$ cat src/hw/bridge_spi_cfg.svh
/*
 * constants of the bridge driver serial link: word layout, status
 * addresses, link timing and the controller's register offsets.
 * assumes a 100 MHz system clock on both ends.
 */
`ifndef BRIDGE_SPI_CFG_SVH
`define BRIDGE_SPI_CFG_SVH

// ==========================================================
// word layout
`define WORD_W 16
`define BYTE_BITS 8
`define CTRL_CLR_BIT 15
`define CTRL_ADDR_HI 14
`define CTRL_ADDR_LO 13
`define CTRL_OLSD_BIT 12
`define DIAG_SUPPLY_BIT 15
`define DIAG_TEMP_BIT 14
`define STAT_SHORT 2'h0
`define STAT_LOAD 2'h1
`define STAT_BRIDGE 2'h2
`define ADDR_RESET 2'h0

// ==========================================================
// link timing
`define CLK_NS 10
`define SCLK_HALF_NS 80
`define SCLK_HALF_CYC (`SCLK_HALF_NS / `CLK_NS)

// ==========================================================
// controller registers
`define REG_TX 2'h0
`define REG_RX 2'h1
`define REG_STATUS 2'h2

`endif

$ cat src/hw/spi_types_pkg.sv
/*
 * types shared by both ends of the bridge driver link.
 * assumes bridge_spi_cfg.svh for the widths.
 */
`include "bridge_spi_cfg.svh"
package spi_types_pkg;
	typedef logic [`WORD_W-1:0] word_t;
	// codes change one bit per step along the frame path, except high to trail and gap to idle
	typedef enum logic [2:0] {
		st_idle = 3'h0,
		st_lead = 3'h1,
		st_high = 3'h3,
		st_low = 3'h2,
		st_trail = 3'h6,
		st_gap = 3'h7
	} link_state_t;
endpackage

$ cat src/hw/spi_link_if.sv
/*
 * the four-wire serial link between controller and bridge driver.
 * assumes one device; the bench has no further chained devices.
 */
`timescale 1ns/1ns
interface spi_link_if;
	logic sclk;
	logic chip_select_n;
	logic sdi;
	logic sdo;
	logic sdo_oe;
	logic miso;
	// released data-out wire reads as its pull-up level
	assign miso = sdo_oe ? sdo : 1'b1;
	modport device (
		input sclk,
		input chip_select_n,
		input sdi,
		output sdo,
		output sdo_oe
	);
	modport host (
		output sclk,
		output chip_select_n,
		output sdi,
		input miso
	);
endinterface

$ cat src/hw/bridge_spi_device.sv
/*
 * serial slave of the half-bridge driver: control word in, diagnosis
 * word out, two-frame status read and deferred status clear.
 * assumes hclk far faster than the link clock (at least 8x).
 */
// Functional notes
// - master opens frame with select falling
// - both sides sample data on falling clock
// - clock low whenever select changes
// - words travel most significant bit first
// - select rising loads and executes control word
// - data out released when select high
// - shift register passes bits for chaining
// - control word holds until replaced or reset
// - select falling captures live diagnosis word
// - accept only multiples of eight bits
// - status read returns in following frame
// - status address defaults to zero
// - status clear acts after next frame
// - address plus clear bit form one command
// - bridge status shows real stage state
// - first diagnosis word: only supply, temperature
// - both words are sixteen bits
// - latched faults hold until clear or reset
// - inhibit low resets banks, stages off
// - power-on reset erases data, outputs off
`timescale 1ns/1ns
`include "bridge_spi_cfg.svh"
module bridge_spi_device
	import spi_types_pkg::*;
(
	input wire logic hclk,
	input wire logic hresetn,
	spi_link_if.device link,
	input wire logic inhibit_pin,
	input wire logic supply_fail_flag,
	input wire logic temp_warning_flag,
	input wire logic [5:0] overcurrent_flag,
	input wire logic [5:0] open_load_flag,
	input wire logic [11:0] half_bridge_state,
	output logic [`WORD_W-1:0] control_word,
	output logic [5:0] stage_enable
);

	// ==========================================================
	// synchronisers
	logic [2:0] sync1;
	logic [2:0] sync2;
	logic inhibit_meta;
	logic inhibit_sync;
	logic sclk_d;
	logic sel_d;

	// pins cross into hclk through two flops each
	always_ff @(posedge hclk or negedge hresetn) begin
		if (!hresetn) begin
			sync1 <= 3'h2;
			sync2 <= 3'h2;
			inhibit_meta <= 1'b0;
			inhibit_sync <= 1'b0;
			sclk_d <= 1'b0;
			sel_d <= 1'b1;
		end else begin
			sync1 <= {link.sclk, link.chip_select_n, link.sdi};
			sync2 <= sync1;
			inhibit_meta <= inhibit_pin;
			inhibit_sync <= inhibit_meta;
			sclk_d <= sync2[2];
			sel_d <= sync2[1];
		end
	end

	logic sclk_s;
	logic sel_s;
	logic sdi_s;
	logic sclk_fall;
	logic sclk_rise;
	logic cs_fall;
	logic cs_rise;

	// edges of the link clock and select, found in hclk
	assign sclk_s = sync2[2];
	assign sel_s = sync2[1];
	assign sdi_s = sync2[0];
	assign sclk_fall = sclk_d & ~sclk_s;
	assign sclk_rise = ~sclk_d & sclk_s;
	assign cs_fall = sel_d & ~sel_s;
	assign cs_rise = ~sel_d & sel_s;

	// ==========================================================
	// diagnosis word
	logic [5:0] short_lat;
	logic [5:0] load_lat;
	logic [1:0] addr_sel;
	logic first_diag;

	// build the word for one status address
	function automatic word_t diag_word(input logic [1:0] a,
			input logic first);
		logic [11:0] data;
		data = 12'h000;
		unique case (a)
			`STAT_SHORT: data = {6'h00, short_lat};
			`STAT_LOAD: data = {6'h00, load_lat};
			`STAT_BRIDGE: data = half_bridge_state;
			default: data = 12'h000;
		endcase
		// only live supply and temperature in the first word
		if (first) begin
			diag_word = {supply_fail_flag, temp_warning_flag,
				14'h0000};
		end else begin
			diag_word = {supply_fail_flag, temp_warning_flag, a, data};
		end
	endfunction

	// ==========================================================
	// frame shifter
	word_t shift;
	logic [2:0] bit_cnt;
	logic got_bits;
	logic sdo_q;
	logic oe_q;
	word_t next_shift;
	logic [2:0] next_bit_cnt;
	logic next_got_bits;
	logic next_sdo_q;
	logic next_oe_q;
	logic next_first_diag;
	logic frame_ok;

	// only whole bytes count as a command
	assign frame_ok = cs_rise & got_bits
		& (bit_cnt == 3'h0);

	// shift on falling clock, drive out on rising clock
	always_comb begin
		next_shift = shift;
		next_bit_cnt = bit_cnt;
		next_got_bits = got_bits;
		next_sdo_q = sdo_q;
		next_oe_q = oe_q;
		next_first_diag = first_diag;
		if (cs_fall) begin
			next_shift = diag_word(addr_sel, first_diag);
			next_sdo_q = next_shift[`WORD_W-1];
			next_bit_cnt = 3'h0;
			next_got_bits = 1'b0;
			next_oe_q = 1'b1;
			next_first_diag = 1'b0;
		end else if (cs_rise) begin
			next_oe_q = 1'b0;
		end else if (!sel_s) begin
			if (sclk_fall) begin
				// msb leaves first, new bit enters at lsb
				next_shift = {shift[`WORD_W-2:0], sdi_s};
				next_bit_cnt = bit_cnt + 3'h1;
				next_got_bits = 1'b1;
			end
			if (sclk_rise) begin
				next_sdo_q = shift[`WORD_W-1];
			end
		end
		if (!inhibit_sync) begin
			next_first_diag = 1'b1;
		end
	end

	always_ff @(posedge hclk or negedge hresetn) begin
		if (!hresetn) begin
			shift <= 16'h0000;
			bit_cnt <= 3'h0;
			got_bits <= 1'b0;
			sdo_q <= 1'b0;
			oe_q <= 1'b0;
			first_diag <= 1'b1;
		end else begin
			shift <= next_shift;
			bit_cnt <= next_bit_cnt;
			got_bits <= next_got_bits;
			sdo_q <= next_sdo_q;
			oe_q <= next_oe_q;
			first_diag <= next_first_diag;
		end
	end

	assign link.sdo = sdo_q;
	assign link.sdo_oe = oe_q;

	// ==========================================================
	// register bank
	word_t ctrl;
	logic clr_pend;
	logic [1:0] clr_addr;
	word_t next_ctrl;
	logic [1:0] next_addr_sel;
	logic next_clr_pend;
	logic [1:0] next_clr_addr;
	logic [5:0] next_short_lat;
	logic [5:0] next_load_lat;
	logic [5:0] next_stage_enable;

	// command taken at select rising; a clear set up by the previous
	// frame runs now, so the master saw the data before it vanished
	always_comb begin
		next_ctrl = ctrl;
		next_addr_sel = addr_sel;
		next_clr_pend = clr_pend;
		next_clr_addr = clr_addr;
		next_short_lat = short_lat;
		next_load_lat = load_lat;
		if (frame_ok) begin
			next_ctrl = shift;
			next_addr_sel = shift[`CTRL_ADDR_HI:`CTRL_ADDR_LO];
			next_clr_pend = shift[`CTRL_CLR_BIT];
			next_clr_addr = shift[`CTRL_ADDR_HI:`CTRL_ADDR_LO];
			if (clr_pend && clr_addr == `STAT_SHORT) begin
				next_short_lat = 6'h00;
			end
			if (clr_pend && clr_addr == `STAT_LOAD) begin
				next_load_lat = 6'h00;
			end
		end
		// a fault in the clearing cycle is kept: set wins
		next_short_lat = next_short_lat | overcurrent_flag;
		next_load_lat = next_load_lat | open_load_flag;
		next_stage_enable = ~(next_short_lat
			| (next_load_lat & {6{next_ctrl[`CTRL_OLSD_BIT]}}));
		if (!inhibit_sync) begin
			next_ctrl = 16'h0000;
			next_addr_sel = `ADDR_RESET;
			next_clr_pend = 1'b0;
			next_clr_addr = `ADDR_RESET;
			next_short_lat = 6'h00;
			next_load_lat = 6'h00;
			next_stage_enable = 6'h00;
		end
	end

	always_ff @(posedge hclk or negedge hresetn) begin
		if (!hresetn) begin
			ctrl <= 16'h0000;
			addr_sel <= `ADDR_RESET;
			clr_pend <= 1'b0;
			clr_addr <= `ADDR_RESET;
			short_lat <= 6'h00;
			load_lat <= 6'h00;
			stage_enable <= 6'h00;
		end else begin
			ctrl <= next_ctrl;
			addr_sel <= next_addr_sel;
			clr_pend <= next_clr_pend;
			clr_addr <= next_clr_addr;
			short_lat <= next_short_lat;
			load_lat <= next_load_lat;
			stage_enable <= next_stage_enable;
		end
	end

	assign control_word = ctrl;

endmodule

$ cat src/flat_wrapper.sv
// flat-port wrapper written by rule: the top's interface ports become plain ports
module bridge_spi_device_flat import spi_types_pkg::*;
  (hclk, hresetn, inhibit_pin, supply_fail_flag, temp_warning_flag, overcurrent_flag, open_load_flag, half_bridge_state, control_word, stage_enable, link_sclk, link_chip_select_n, link_sdi, link_sdo, link_sdo_oe);
  spi_link_if link_i ();
  input wire logic hclk;
  input wire logic hresetn;
  input wire logic inhibit_pin;
  input wire logic supply_fail_flag;
  input wire logic temp_warning_flag;
  input wire logic [5:0] overcurrent_flag;
  input wire logic [5:0] open_load_flag;
  input wire logic [11:0] half_bridge_state;
  output logic [`WORD_W-1:0] control_word;
  output logic [5:0] stage_enable;
  input wire logic [$bits(link_i.sclk)-1:0] link_sclk;
  input wire logic [$bits(link_i.chip_select_n)-1:0] link_chip_select_n;
  input wire logic [$bits(link_i.sdi)-1:0] link_sdi;
  output wire logic [$bits(link_i.sdo)-1:0] link_sdo;
  output wire logic [$bits(link_i.sdo_oe)-1:0] link_sdo_oe;
  assign link_i.sclk = link_sclk;
  assign link_i.chip_select_n = link_chip_select_n;
  assign link_i.sdi = link_sdi;
  assign link_sdo = link_i.sdo;
  assign link_sdo_oe = link_i.sdo_oe;
  bridge_spi_device u_core (.hclk(hclk), .hresetn(hresetn), .link(link_i), .inhibit_pin(inhibit_pin), .supply_fail_flag(supply_fail_flag), .temp_warning_flag(temp_warning_flag), .overcurrent_flag(overcurrent_flag), .open_load_flag(open_load_flag), .half_bridge_state(half_bridge_state), .control_word(control_word), .stage_enable(stage_enable));
endmodule
$ cat config.mk
export PLATFORM = sky130hd
export DESIGN_NAME = bridge_spi_device_flat
export DESIGN_NICKNAME = d
export VERILOG_FILES = /design/src/hw/spi_types_pkg.sv /design/src/hw/spi_link_if.sv /design/src/hw/bridge_spi_device.sv /design/src/flat_wrapper.sv
export VERILOG_INCLUDE_DIRS = /design/src /design/src/hw
export SDC_FILE = /design/constraint.sdc
export NUM_CORES = 1
export LEC_CHECK = 0
export ABC_AREA = 1
export BUFFER_PORTS_ARGS = -buffer_cell sky130_fd_sc_hd__buf_2
export CORE_MARGIN = 2
export CORE_UTILIZATION = 55
export DETAILED_ROUTE_END_ITERATION = 10
export PLACE_DENSITY = 0.85
export SLEW_MARGIN = 15
export SYNTH_ARGS = -nofsm -noshare
export SYNTH_HDL_FRONTEND = slang
export SYNTH_SLANG_ARGS = --single-unit
$ cat constraint.sdc
create_clock -name hclk -period 1.85 [get_ports hclk]
set_input_delay 0.0925 -clock hclk [delete_from_list [all_inputs] [get_ports hclk]]
set_output_delay 0.0925 -clock hclk [all_outputs]
set_load 0.05 [all_outputs]
# Word level (Yosys, flattened, before mapping)
# Index checks and enable logic that the tools add are counted.
dict set report word_totals {
  regBits 70
  in_bits 32
  word_cells 85
  output_inout_bits 24
}
dict set report op_classes {
  eq_ne 6
  mux 35
  addsub 1
  n_reduce_logical 9
  n_bitwise 15
}
# cell n
set op_table {}
lappend op_table {{$mux 16} 6}
lappend op_table {{$mux 6} 7}
lappend op_table {{$pmux 12 s3} 1}
lappend op_table {{$or 6x6->6} 3}
lappend op_table {{$mux 1} 14}
lappend op_table {{$mux 14} 1}
lappend op_table {{$mux 3} 4}
lappend op_table {{$and 1x1->1} 6}
lappend op_table {{$and 6x6->6} 1}
lappend op_table {{$ne 2x2->1 const B} 3}
lappend op_table {{$not 6->6} 1}
lappend op_table {{$reduce_and 3->1} 2}
lappend op_table {{$reduce_bool 2->1} 3}
lappend op_table {{$mux 2} 2}
lappend op_table {{$not 1->1} 4}
lappend op_table {{$add 3x1->3 const B} 1}
lappend op_table {{$logic_not 3->1} 1}
lappend op_table {{$eq 2x1->1 const B} 1}
lappend op_table {{$eq 2x2->1 const B} 1}
lappend op_table {{$logic_and 1x1->1} 2}
lappend op_table {{$logic_not 2->1} 1}
lappend op_table {{$ne 2x1->1 const B} 1}

# Depth between registers and ports, before layout
dict set report depth {
  word_depth 10
  mapped_depth 10
  depth_no_buf 9
}

# Worst setup path before layout
# OpenSTA, ideal clock, no wires.
dict set report synth_path {
  path_type {reg-to-reg}
  from {register u_core.sync2[1]}
  to {register u_core.shift[10]}
  path_slack_ns 0.202
  path_stages_with_launch 9
  path_buffers 1
  setup_time_ns 0.069
  t_arrival_ns 1.578
  required_ns 1.781
  period_less_slack_ns 1.648
  cell_sequence {dfstp_2 > inv_1 > ha_1 > a21oi_1 > nor2_4 > inv_2 > clkbuf_8 > nand2_1 > nand3_1}
}
dict set report synth_via {
  elab_chain_cells 4
  word_cells_on_any_way 8
  classes_between {eq/ne (2); mux (1); bitwise (3); reduce/logical (2)}
}
# element line_no
set synth_lines {}
lappend synth_lines {{start, declared} bridge_spi_device.sv:48} ;# logic [2:0] sync2;
lappend synth_lines {{start signal, assigned} bridge_spi_device.sv:65} ;# sync2 <= sync1;
lappend synth_lines {{$not 1->1 *} bridge_spi_device.sv:87} ;# assign cs_fall = sel_d & ~sel_s;
lappend synth_lines {{$and 1x1->1 *} bridge_spi_device.sv:87}
lappend synth_lines {{via u_core.cs_fall} bridge_spi_device.sv:78} ;# logic cs_fall;
lappend synth_lines {{$ne 2x2->1 (no line), or another cell as far along} n/a}
lappend synth_lines {{$reduce_and 3->1 (no line)} n/a}
lappend synth_lines {{end signal, assigned} bridge_spi_device.sv:178} ;# shift <= next_shift;
lappend synth_lines {{end, declared} bridge_spi_device.sv:119} ;# word_t shift;
# The timed path passes the listed nets; every way through them passes the cells marked *.
# A chain may end at the register's enable or synchronous reset.

# Worst setup path in the final report
dict set report layout_path {
  from {register u_core.sync2[1]}
  to {register u_core.bit_cnt[1]}
}
dict set report layout_via {
  elab_chain_cells 4
  word_cells_on_any_way 8
  classes_between {eq/ne (2); mux (1); bitwise (3); reduce/logical (2)}
}
# element line_no
set layout_lines {}
lappend layout_lines {{$not 1->1 *} bridge_spi_device.sv:87}
lappend layout_lines {{$and 1x1->1 *} bridge_spi_device.sv:87}
lappend layout_lines {{via u_core.cs_fall} bridge_spi_device.sv:78}
lappend layout_lines {{$ne 2x2->1 (no line), or another cell as far along} n/a}
lappend layout_lines {{$reduce_and 3->1 (no line)} n/a}
lappend layout_lines {{end signal, assigned} bridge_spi_device.sv:179} ;# bit_cnt <= next_bit_cnt;
lappend layout_lines {{end, declared} bridge_spi_device.sv:120} ;# logic [2:0] bit_cnt;
# Marked as above.

==> impl_metrics.json <==
{
  "status": "complete, no violations",
  "cp-startpoint": "u_core.sync2[1]",
  "avgSynthCellArea_um2": 9.03,
  "syn_area_mm2": 0.00302,
  "reg2reg_slack_ns": 0.14,
  "p_per_area_mw_per_mm2": 997,
  "fin_crit_sh_pct": 92.3,
  "yosysUniqueCellTypes": 28,
  "clock-sinks": 70,
  "fin_crit_ns": 1.71,
  "post-cts-setup-buffer-count": 0,
  "start_util_pct": 58.1,
  "grt_pass1_wl_um": 11000,
  "die-height_um": 78.2,
  "finalNonFillerCells": 490,
  "hp-class": "input port to flip-flop",
  "p_total_mw": 3.75,
  "vias": 2469,
  "worst-path-max-fanout": 15,
  "hold_viol": 0,
  "drive_gt1_share_pct": 23.6,
  "critPathCaptureType": "flip-flop",
  "drc": 0,
  "r2r_start": "u_core.sync2[1]",
  "leakagePower_nw": 2.00,
  "drt-total-wl_um": 6470,
  "die_area_mm2": 0.00611,
  "final-max-slew-violation-count": 0,
  "clockRootBuffer": "clkbuf_8",
  "yosys_warnings": 0,
  "rsz0062_at_grt": "false",
  "max_cap_violations": 0,
  "grtUsageTotal_pct": 23.6,
  "ant_nets": 0,
  "cp.required_ns": 2.07,
  "avgViaCountPerCell": 5.04,
  "core_area_mm2": 0.00520,
  "num_antenna_cells": 0,
  "grt_start_max_net_pins": 71,
  "gr-total-overflow": 0,
  "timing_worst_setup_path_type": "flip-flop to flip-flop",
  "syn-num-nets": 371,
  "setup_violations": 0,
  "skew_ns": 0.0102,
  "r2r_end": "u_core.bit_cnt[1]",
  "start_kind": "flip-flop",
  "drtIter0Drc": 188,
  "dp.cells": 459,
  "critPathArrivalTime_ns": 1.92,
  "synthToLayoutAreaGrowth_pct": 24.3,
  "cts_tree": "yes",
  "layout_commonest_cell": "nand2_1",
  "antenna_found_initial": 0,
  "fmax_mhz": 586,
  "fillers": 395,
  "globalplace.congestion": 0.910,
  "port_buffers": 55,
  "endpoint": "u_core.bit_cnt[1]",
  "insertion_delay_ns": 0.35,
  "ctsLongestPathBuffers": 2,
  "die_w_um": 78.2,
  "h-tree-depth": 3,
  "grt_pass1_vias": 2394,
  "io_pins": 56,
  "tns_ns": 0,
  "wl_per_cell_um": 13.2,
  "hpwl_um": 4370,
  "dr.pass1.iters": 4,
  "yosys_register_bits": 70,
  "synth_cells": 335,
  "max-slew-margin-rel_pct": 72.9,
  "fp-row-count": 26,
  "num-nets-final": 451,
  "max_slew.worst_pin.slew_ns": 0.405,
  "ir_drop_mv": 0.554,
  "clk_pin_slew_ns": 0.07,
  "ff2ff_path_depth": 8,
  "cts_made_buffers": 9,
  "yosysSeqAreaShare_pct": 58.1,
  "layout_common_cells": "97 x nand2_1, 66 x dfrtp_1, 55 x buf_2"
}
==> stage by stage <==
| step | util, % | hold WS (ns) | area [µm²] | setup slack [ns] |
|---|---|---|---|---|
| final | 72.2 | 0.0131 | 3760 | 0.143 |
| after global routing | 72.2 | 0.0216 | 3760 | 0.00554 |
| after CTS | 71.9 | 0.000758 | 3740 | 0.0463 |
| after detailed placement | 65.3 | 0.139 | 3400 | 0.0589 |
| after global placement | 65.3 | 0.139 | 3400 | 0.147 |
| after floorplan | - | -0.203 | 3020 | 0.202 |
==> worst max-delay path: stages, from the launching register on <==
cell and delay, ns:
dfstp_2 0.60, inv_1 0.08, ha_1 0.29, o21ai_2 0.21
nor2_4 0.09, nand2_4 0.09, inv_4 0.08, nand2_1 0.06
o21ai_0 0.08
==> state kept, by name, summed over array words and instances, names as in the netlist, 2 cells and up <==
register / cells
u_core.short_lat: 6
u_core.bit_cnt: 3
u_core.load_lat: 6
u_core.sync2: 3
u_core.control_word: 16
u_core.stage_enable: 6
u_core.addr_sel: 2
u_core.shift: 16
u_core.sync1: 3
==> area by class of cell <==
cell class	instances	area, µm²	share of cell area (%)
flip-flops and latches	70	1760	46.7
multi-input cells	220	1080	28.7
repair buffers	80	513	13.6
clock buffers	11	141	3.76
inverters	34	133	3.53
well taps	70	87.6	2.33
clock inverters	5	50.0	1.33
==> kinds of logic (layout without fill, tap and decap cells) <==
logic type      Yosys count  in the layout  synth area share, %
simple gates            166            166                 23.8
flops                    70             70                 58.1
compound gates           49             49                 9.31
buf+inv                  45            130                 6.83
fa+ha+maj                 4              4                 1.66
xor+xnor                  1              1                0.290
==> metal layers <==
| layer | global-route usage [%] | vias to the layer above | share of wire, % |
|---|---|---|---|
| met3 | 5.75 | 12 | 6.1 |
| li1 | - | 1243 | - |
| met2 | 36.3 | 79 | 47 |
| met5 | 0 | - | 0 |
| met1 | 32.1 | 1135 | 45 |
| met4 | 10.2 | 0 | 1.7 |
==> synth_stat cells <==
cell type | instances | area (µm²)
ha_1 | 4 | 50.1
nand3_1 | 46 | 230
nand4_1 | 6 | 37.5
buf_4 | 2 | 15.0
inv_2 | 3 | 11.3
nand2_2 | 1 | 6.26
dfstp_2 | 4 | 105
buf_2 | 2 | 10.0
clkbuf_1 | 3 | 11.3
dfrtp_1 | 66 | 1650
a21oi_1 | 23 | 115
inv_1 | 30 | 113
o21ai_1 | 7 | 35.0
o21ai_2 | 2 | 17.5
buf_1 | 1 | 3.75
a21oi_4 | 1 | 16.3
inv_4 | 1 | 6.26
nand2_1 | 97 | 364
nor2_2 | 3 | 18.8
nand2_4 | 1 | 11.3
o21bai_1 | 6 | 45.0
nor2_4 | 1 | 11.3
a31oi_1 | 2 | 12.5
buf_6 | 2 | 22.5
o21ai_0 | 8 | 40.0
clkbuf_8 | 1 | 13.8
xnor2_1 | 1 | 8.76
nor2_1 | 11 | 41.3
==> worst min-delay path by stage <==
stage / from / to / cells after the start
3_5_place_dp: hresetn / u_core.link.sdo_oe / 2
6_report: overcurrent_flag[2] / u_core.short_lat[2] / 3
5_1_grt: half_bridge_state[10] / u_core.shift[10] / 3
3_3_place_gp: hresetn / u_core.sync1[2] / 2
4_1_cts: half_bridge_state[10] / u_core.shift[10] / 3
2_1_floorplan: hresetn / u_core.addr_sel[0] / 0
==> power breakdown <==
group          switching [mW]  total [mW]  internal [mW]
logic                   0.440       0.688          0.249
clock network           0.543        1.19          0.650
registers               0.143        1.87           1.72
total                    1.13        3.75           2.62
==> what timing repair did <==
item,4_1_cts,5_1_grt
gates resized for setup,0,5
hold endpoints to repair,83,0
hold buffers,15,0
endpoints found under the setup margin,0,29
(Power assumes the default switching activity.)
